$ cat src/ravr_pkg.sv
package ravr_pkg;

	// Byte offsets on the register bus
	localparam logic [11:0] OFS_MONTH_DAY = 12'h000;
	localparam logic [11:0] OFS_WEEKDAY_HOUR = 12'h004;
	localparam logic [11:0] OFS_CONTROL = 12'h008;
	localparam logic [11:0] OFS_STATUS = 12'h00c;

	// Implemented-bit masks of the two alarm registers
	localparam logic [15:0] MASK_MONTH_DAY = 16'h1f3f;
	localparam logic [15:0] MASK_WEEKDAY_HOUR = 16'h073f;

	// Control register: write-enable bit position
	localparam int CTL_WREN_BIT = 0;

	// Status register bit positions
	localparam int STS_WREN_BIT = 0;
	localparam int STS_REFUSED_BIT = 1;
	localparam int STS_MATCH_BIT = 2;

	// Legal digit limits
	localparam logic [3:0] MAX_ONES = 4'h9;
	localparam logic [1:0] MAX_HOUR_TENS = 2'h2;
	localparam logic [1:0] MAX_DAY_TENS = 2'h3;
	localparam logic [2:0] MAX_WEEKDAY = 3'h6;

	typedef struct packed {
		logic month_tens_digit;
		logic [3:0] month_ones_digit;
		logic [1:0] day_tens_digit;
		logic [3:0] day_ones_digit;
	} ravr_month_day_t;

	typedef struct packed {
		logic [2:0] weekday_digit;
		logic [1:0] hour_tens_digit;
		logic [3:0] hour_ones_digit;
	} ravr_weekday_hour_t;

	typedef struct packed {
		ravr_month_day_t month_day;
		ravr_weekday_hour_t weekday_hour;
	} ravr_alarm_t;

	typedef struct packed {
		logic [31:0] prdata;
		logic pready;
		logic pslverr;
		logic clock_write_enable;
		logic refused;
		logic match;
		ravr_alarm_t alarm;
	} ravr_state_t;

endpackage : ravr_pkg

$ cat src/ravr_alarm_regs.sv
`timescale 1ns/10ps
// Summary of operation
// RULE1 - Weekday/hour bits 15:11, 7:6 read zero
// RULE2 - Weekday field bits 10:8, values 0-6
// RULE3 - Hour tens bits 5:4, values 0-2
// RULE4 - Hour ones bits 3:0, values 0-9
// RULE5 - Day tens bits 5:4, values 0-3
// RULE6 - Day ones bits 3:0, values 0-9
// RULE7 - Month tens bit 12, ones 11:8
// RULE8 - Alarm writes only while write-enable set
// RULE9 - Month/day bits 15:13, 7:6 read zero
// RULE10 - Alarm fields start with undefined contents; here reset loads them with zero
module ravr_alarm_regs
(
	input wire logic SYS_CLK,
	input wire logic ARST_N,
	input wire logic PSEL,
	input wire logic PENABLE,
	input wire logic PWRITE,
	input wire logic [11:0] PADDR,
	input wire logic [31:0] PWDATA,
	input wire logic [3:0] PSTRB,
	output logic [31:0] PRDATA,
	output logic PREADY,
	output logic PSLVERR,
	input wire ravr_pkg::ravr_alarm_t CAL_NOW,
	output ravr_pkg::ravr_alarm_t ALARM_VALUE,
	output logic CLOCK_WRITE_ENABLE,
	output logic ALARM_MATCH
);
	import ravr_pkg::*;

	// All registered state of the block, one struct
	ravr_state_t st_r;
	ravr_state_t st_nxt;

	// Bus phase decode
	logic setup_w;
	logic complete_w;
	logic write_w;

	// Register image of the month/day alarm, unimplemented bits low
	function automatic logic [15:0] md_word(input ravr_month_day_t m);
		md_word = {3'h0, m.month_tens_digit, m.month_ones_digit,
			2'h0, m.day_tens_digit, m.day_ones_digit}; // RULE7 RULE5 RULE6 RULE9
	endfunction : md_word

	// Register image of the weekday/hour alarm, unimplemented bits low
	function automatic logic [15:0] wh_word(input ravr_weekday_hour_t w);
		wh_word = {5'h00, w.weekday_digit, 2'h0,
			w.hour_tens_digit, w.hour_ones_digit}; // RULE1 RULE2 RULE3 RULE4
	endfunction : wh_word

	// Month/day fields out of a bus word
	function automatic ravr_month_day_t md_fields(input logic [15:0] v);
		ravr_month_day_t r;
		r.month_tens_digit = v[12]; // RULE7
		r.month_ones_digit = v[11:8]; // RULE7
		r.day_tens_digit = v[5:4]; // RULE5
		r.day_ones_digit = v[3:0]; // RULE6
		return r;
	endfunction : md_fields

	// Weekday/hour fields out of a bus word
	function automatic ravr_weekday_hour_t wh_fields(input logic [15:0] v);
		ravr_weekday_hour_t r;
		r.weekday_digit = v[10:8]; // RULE2
		r.hour_tens_digit = v[5:4]; // RULE3
		r.hour_ones_digit = v[3:0]; // RULE4
		return r;
	endfunction : wh_fields

	// Byte lanes enabled by the low two strobes
	function automatic logic [15:0] lane_mask(input logic [3:0] s);
		return {{8{s[1]}}, {8{s[0]}}};
	endfunction : lane_mask

	// Lanes not strobed keep their stored contents
	function automatic logic [15:0] merge_word(
		input logic [15:0] old_w,
		input logic [15:0] new_w,
		input logic [3:0] s
	);
		logic [15:0] m;
		m = lane_mask(s);
		return (old_w & ~m) | (new_w & m);
	endfunction : merge_word

	function automatic logic is_alarm_reg(input logic [11:0] a);
		return (a == OFS_MONTH_DAY) || (a == OFS_WEEKDAY_HOUR);
	endfunction : is_alarm_reg

	function automatic logic is_mapped(input logic [11:0] a);
		return is_alarm_reg(a) || (a == OFS_CONTROL) || (a == OFS_STATUS);
	endfunction : is_mapped

	// Match needs every digit field equal
	function automatic logic alarm_equal(input ravr_alarm_t a, input ravr_alarm_t b);
		logic eq_md;
		logic eq_wh;
		eq_md = (a.month_day == b.month_day);
		eq_wh = (a.weekday_hour == b.weekday_hour);
		return eq_md && eq_wh;
	endfunction : alarm_equal

	// Read image of any register; unmapped offsets read zero
	function automatic logic [31:0] read_word(
		input logic [11:0] a,
		input ravr_state_t s
	);
		logic [31:0] r;
		r = 32'h0000_0000;
		unique case (a)
			OFS_MONTH_DAY:
				r[15:0] = md_word(s.alarm.month_day); // RULE9
			OFS_WEEKDAY_HOUR:
				r[15:0] = wh_word(s.alarm.weekday_hour); // RULE1
			OFS_CONTROL:
				r[CTL_WREN_BIT] = s.clock_write_enable;
			OFS_STATUS:
			begin
				r[STS_WREN_BIT] = s.clock_write_enable;
				r[STS_REFUSED_BIT] = s.refused;
				r[STS_MATCH_BIT] = s.match;
			end
			default:
				r = 32'h0000_0000;
		endcase
		return r;
	endfunction : read_word

	assign setup_w = PSEL && !PENABLE;
	// Ready registered in setup marks the completing edge of the access
	assign complete_w = PSEL && PENABLE && st_r.pready;
	// Unmapped offsets were flagged in setup, so their writes are dropped
	assign write_w = complete_w && PWRITE && !st_r.pslverr;

	always_comb
	begin
		logic [15:0] wd;
		logic [15:0] merged;
		wd = PWDATA[15:0];
		merged = 16'h0000;
		st_nxt = st_r;
		// Ready and error stand for exactly one cycle
		st_nxt.pready = 1'b0;
		st_nxt.pslverr = 1'b0;
		// Answer one cycle after setup, so the access phase never waits
		if (setup_w)
		begin
			st_nxt.pready = 1'b1;
			st_nxt.pslverr = !is_mapped(PADDR);
			st_nxt.prdata = read_word(PADDR, st_r);
		end
		// Write takes effect at the completing edge of the access phase
		if (write_w)
		begin
			unique case (PADDR)
				OFS_MONTH_DAY:
				begin
					if (st_r.clock_write_enable) // RULE8
					begin
						merged = merge_word(md_word(st_r.alarm.month_day),
							wd, PSTRB);
						st_nxt.alarm.month_day = md_fields(merged & MASK_MONTH_DAY); // RULE9
					end
					else
						st_nxt.refused = 1'b1; // RULE8
				end
				OFS_WEEKDAY_HOUR:
				begin
					if (st_r.clock_write_enable) // RULE8
					begin
						merged = merge_word(wh_word(st_r.alarm.weekday_hour),
							wd, PSTRB);
						st_nxt.alarm.weekday_hour = wh_fields(merged & MASK_WEEKDAY_HOUR); // RULE1
					end
					else
						st_nxt.refused = 1'b1; // RULE8
				end
				OFS_CONTROL:
				begin
					if (PSTRB[0])
						st_nxt.clock_write_enable = PWDATA[CTL_WREN_BIT];
				end
				OFS_STATUS:
				begin
					// Write one to clear; no alarm write lands in the same cycle
					if (PSTRB[0] && PWDATA[STS_REFUSED_BIT])
						st_nxt.refused = 1'b0;
				end
				default:
					st_nxt.refused = st_r.refused;
			endcase
		end
		// Calendar shares this clock, so no synchroniser is needed
		st_nxt.match = alarm_equal(CAL_NOW, st_r.alarm); // RULE2 RULE7
	end

	// Alarm fields reset to zero only so simulation is defined;
	// software must still load them before trusting the match
	always_ff @(posedge SYS_CLK or negedge ARST_N)
	begin
		if (!ARST_N)
			st_r <= '0; // RULE10
		else
			st_r <= st_nxt;
	end

	// Every output comes straight from the state register
	assign PRDATA = st_r.prdata;
	assign PREADY = st_r.pready;
	assign PSLVERR = st_r.pslverr;

	assign ALARM_VALUE = st_r.alarm;
	assign CLOCK_WRITE_ENABLE = st_r.clock_write_enable;

	// Match lags the calendar by one cycle
	assign ALARM_MATCH = st_r.match; // RULE2 RULE7

endmodule : ravr_alarm_regs

$ cat config.mk
export PLATFORM = sky130hd
export DESIGN_NAME = ravr_alarm_regs
export DESIGN_NICKNAME = d
export VERILOG_FILES = /design/src/ravr_pkg.sv /design/src/ravr_alarm_regs.sv
export SDC_FILE = /design/constraint.sdc
export NUM_CORES = 1
export LEC_CHECK = 0
export ABC_AREA = 1
export BUFFER_PORTS_ARGS = -buffer_cell sky130_fd_sc_hd__buf_2
export CORE_ASPECT_RATIO = 0.75
export CORE_UTILIZATION = 49
export CTS_CLUSTER_DIAMETER = 60
export DETAILED_ROUTE_END_ITERATION = 8
export PLACE_DENSITY_LB_ADDON = 0.1
export SETUP_SLACK_MARGIN = 0.15
export SLEW_MARGIN = 20
export SYNTH_ARGS = -nofsm -noshare
export SYNTH_HDL_FRONTEND = slang
export SYNTH_SLANG_ARGS = --single-unit
$ cat constraint.sdc
create_clock -name SYS_CLK -period 3.38 [get_ports SYS_CLK]
set_clock_uncertainty 0.15 [all_clocks]
set_input_delay 0.169 -clock SYS_CLK [delete_from_list [all_inputs] [get_ports SYS_CLK]]
set_output_delay 0.169 -clock SYS_CLK [all_outputs]
set_load 0.02 [all_outputs]
# [Yosys cells after proc, flatten, opt, wreduce, memory -nomap -nowiden]
# Cells that the tools add are included.
[word_totals] regBits=38 inputBits=73 output_inout_bits=56
[classes] n_eq_ne=7 mux=7 bitwise=6 reduce_logical=21
[ops] operator="13-bit AND" n=2
[ops] operator="12-bit by 4-bit == test with 1-bit output, second input constant" n=2
[ops] operator="10-bit case mux with 2 select lines" n=1
[ops] operator="13-bit inverter" n=1
[ops] operator="13-bit OR" n=1
[ops] operator="12-bit by 3-bit == test with 1-bit output, second input constant" n=1
[ops] operator="12-bit logical NOT" n=1
[ops] operator="11-bit AND" n=1
[ops] operator="11-bit == test" n=1
[ops] operator="11-bit OR" n=1
[ops] operator="9-bit == test" n=1
[ops] operator="3-bit AND reduction" n=3
[ops] operator="1-bit logical AND" n=7
[ops] operator="2-bit case mux with 3 select lines" n=1
[ops] operator="4-bit AND reduction" n=1
[ops] operator="2-bit OR reduction" n=2
[ops] operator="1-bit logical NOT" n=3
[ops] operator="1-bit logical OR" n=3
[ops] operator="1-bit case mux with 3 select lines" n=1
[ops] operator="1-bit two-way mux" n=2
[ops] operator="2-bit two-way mux" n=1
[ops] operator="2-bit by 1-bit inequality test with 1-bit output, second input constant" n=1
[ops] operator="2-bit inequality test, second input constant" n=1
[ops] operator="1-bit case mux with 2 select lines" n=1
[ops] operator="2-bit nonzero test" n=1

# [Logic depth before layout (Yosys ltp)]
[depth] ltp_word=6 depth_mapped=10 depth_no_buf=9

# [Worst setup path before layout]
# OpenSTA, ideal clock, no wires.
[synth_path] path_kind="register -> register" start="register st_r, in the netlist PREADY" end="register (tool-made name)" setup_ps=117 t_arrival_ps=1261 required_time_ps=3113 path_slack_ps=1852 stages_incl_launch_ff=11 path_buffers=1 synth_period_minus_slack_ps=1528 cell_sequence="dfrtp_1 -> inv_1 -> nor2_1 -> nand3_1 -> inv_1 -> nand2_1 -> nor2_4 -> nand2_2 -> buf_6 -> nand2_2 -> o21ai_2"
[synth_rtl] element="start: declaration" line="ravr_alarm_regs.sv:34" source="ravr_state_t st_r;"
[synth_rtl] element="start signal: assignment" line="ravr_alarm_regs.sv:207" source="st_r <= st_nxt;"

==> qor.txt <==
status: complete, no violations
CTS tree: built
most numerous cell in the Yosys netlist: nand2_1
synth top area cells: dfrtp_1, buf_4, nand2_1
Pre-Repair DR Iteration Count: 4
GR Layer Usage met1: 31.9%
Max Cap Viol: 0
# nets final: 448
Starting Density: 52.1%
pin count of the biggest net entering global routing: 37
gpl congestion: 0.849
Fillers: 458
post-CTS setup buffer count: 0
Internal: 697 uW
Mapped Avg Cell Area: 7.71 um2
Syn Inst Count: 309
Worst-path clk slew: 0.07 ns
Remaining DRCs: 0
synth cell count leaders: nand2_1, buf_4, dfrtp_1, inv_1, nand3_1
Power Dens Cells: 336 nW/um2
Post-synth ARST share: 100%
utilization after layout: 60.0%
GR Util met3: 6.86%
Slew @ Worst Pin: 0.802 ns
initial detailed-routing violation count: 100
Cell Area, Synth: 2380 um2
Wirelength per Cell: 12.3 um
total CTS buffers: 5
Resized Gates After CTS: 0
Hold Crit Class: in2reg
switching power: 223 uW
number of library cell types mapped by synthesis: 27
Max FO, Critical Path: 12
initial antenna violation count: 0
combinational fraction of design power: 12.7%
Clk pwr share: 39.8%
final period utilization: 49.8%
top-area cell type share of the netlist area: 37.8%
Post-CTS Hold Buffers: 10
net switching fraction of the power: 24.3%
gr ovfl total: 0
register bit count reported by yosys: 36
Longest Clk Path Bufs: 2
yosys warns: 0
critical path class: reg2reg
CP startpoint kind: register
Sequential cell area: 901 um2
min Tclk post-route: 1.68 ns
global-route wire length before repair: 8450 um
Seq/Total Area, Yosys: 37.8%
io pins: 129
max-slew violation count: 0
RSZ-0062 raised after global routing: false
met2 Usage GRT: 31.7%
Worst Setup End Kind: register
Die Y: 62.4 um
Flop pwr share: 47.5%
chip width: 82.5 um
layout cells sized above 1: 30.6%
Port Buf Inserts: 84
Core ar.: 4570 um2
setup TNS: 0 ns
worst rel slew slack: 46.5%
CTS sink cnt: 36
GRT busiest layer: met1
worst vdd ir: 211 uV
Antenna Cells: 0
Main synth FF type: dfrtp_1
Routed WL: 5350 um
GRT Total Usage: 22.0%
CTS H-tree depth: 2
Final setup viols: 0
vias in the first global route: 1819
synthesis-to-finish area growth: 15.2%
site row count: 21
worst path required time: 3.40 ns
ANT nets after route: 0
Pleak: 1.59 nW
Post-synth EDFFs: 0
Critical Path AT: 1.70 ns
via-per-instance ratio: 4.77
die area: 5140 um2
Final Hold Fails: 0
Achievable Freq: 594 MHz
Root Driver: clkbuf_8
hpwl dp: 4130 um
Via Count: 2067
Yosys top cell by area: dfrtp_1
Clock Latency Late Sink: 0.29 ns
area of the multi-input gates: 1000 um2
-- power by group through the flow --
stage	registers [mW]	clock network, mW	logic [mW]
3_3_place_gp	0.445	0	0.107
4_1_cts	0.437	0.375	0.118
2_1_floorplan	0.446	0	0.0783
3_5_place_dp	0.445	0	0.109
5_1_grt	0.437	0.393	0.131
6_report	0.437	0.366	0.117
-- layer usage --
metal  part of all wire, %  wire length, um
met3                   6.6              351
met1                    49             2600
met5                     0                0
met4                  0.99               53
met2                    44             2340
-- worst paths after layout --
check                                      start                    endpoint  slack [ns]  cells after the start
max                            PSLVERR$_DFF_PN0_                    register        1.70                      8
min                                    PWDATA[1]                    register        0.01                      3
max reg2reg                    PSLVERR$_DFF_PN0_                    register        1.70                      8
min reg2reg                PRDATA[1]$_DFFE_PN0P_       PRDATA[1]$_DFFE_PN0P_        0.33                      2
max in group asynchronous                 ARST_N  asynchronous set/reset pin        2.21                      2
min in group asynchronous                 ARST_N            PREADY$_DFF_PN0_        0.37                      2
-- area by class of cell --
type                    instances  share of cell area [%]
clock buffers                   6                    2.65
clock inverters                 2                    1.28
inverters                      36                    4.93
multi-input cells             201                    36.5
flip-flops and latches         36                    32.8
well taps                      57                    2.60
repair buffers                 95                    19.3
-- layout by cell type (no fill, tap or decap), drive strengths merged --
master / netlist / final
buf: 54 / 85
o22ai: 4 / 4
or2: 1 / 1
nor3: 7 / 7
dlygate4sd3: 0 / 10
xor2: 5 / 5
dfrtp: 36 / 36
nand4: 3 / 3
conb: 1 / 21
clkinv: 0 / 1
nand3b: 1 / 1
nor2: 17 / 17
a31oi: 2 / 2
a21oi: 1 / 1
bufinv: 0 / 1
o21ai: 25 / 25
clkbuf: 2 / 6
xnor2: 6 / 6
nand2: 87 / 87
nand3: 20 / 20
inv: 36 / 36
o31ai: 1 / 1
-- critical path: stages (launching register included) --
cell and delay (ns):
dfrtp_1 0.38, nor2_1 0.10, nand3_1 0.10, inv_1 0.13, nand2_1 0.13, nor2_2 0.12, nand2_1 0.24, nand2_1 0.14
o21ai_1 0.07
-- logic make-up after synthesis --
| family | count (synthesis) | synth area share [%] |
|---|---|---|
| other | 1 | 0.157 |
| xor gates and xnor gates | 11 | 4.05 |
| AOI/OAI and AO/OA | 33 | 8.30 |
| DFF | 36 | 37.8 |
| and+or+nand+nor | 136 | 26.3 |
| buffers and inverters | 92 | 23.3 |
-- stage by stage --
stage	hold slack [ns]	area (um2)	setup slack [ns]	instances	total power, mW
finish	0.0130	2740	1.70	433	0.921
global route	0.0111	2740	1.52	433	0.961
CTS	0.00996	2740	1.71	433	0.930
detailed placement	0.149	2530	1.68	415	0.554
global placement	0.144	2530	1.68	415	0.552
floorplan	-0.277	2460	1.85	329	0.525
Note: power is estimated with default switching activity, not from simulation.
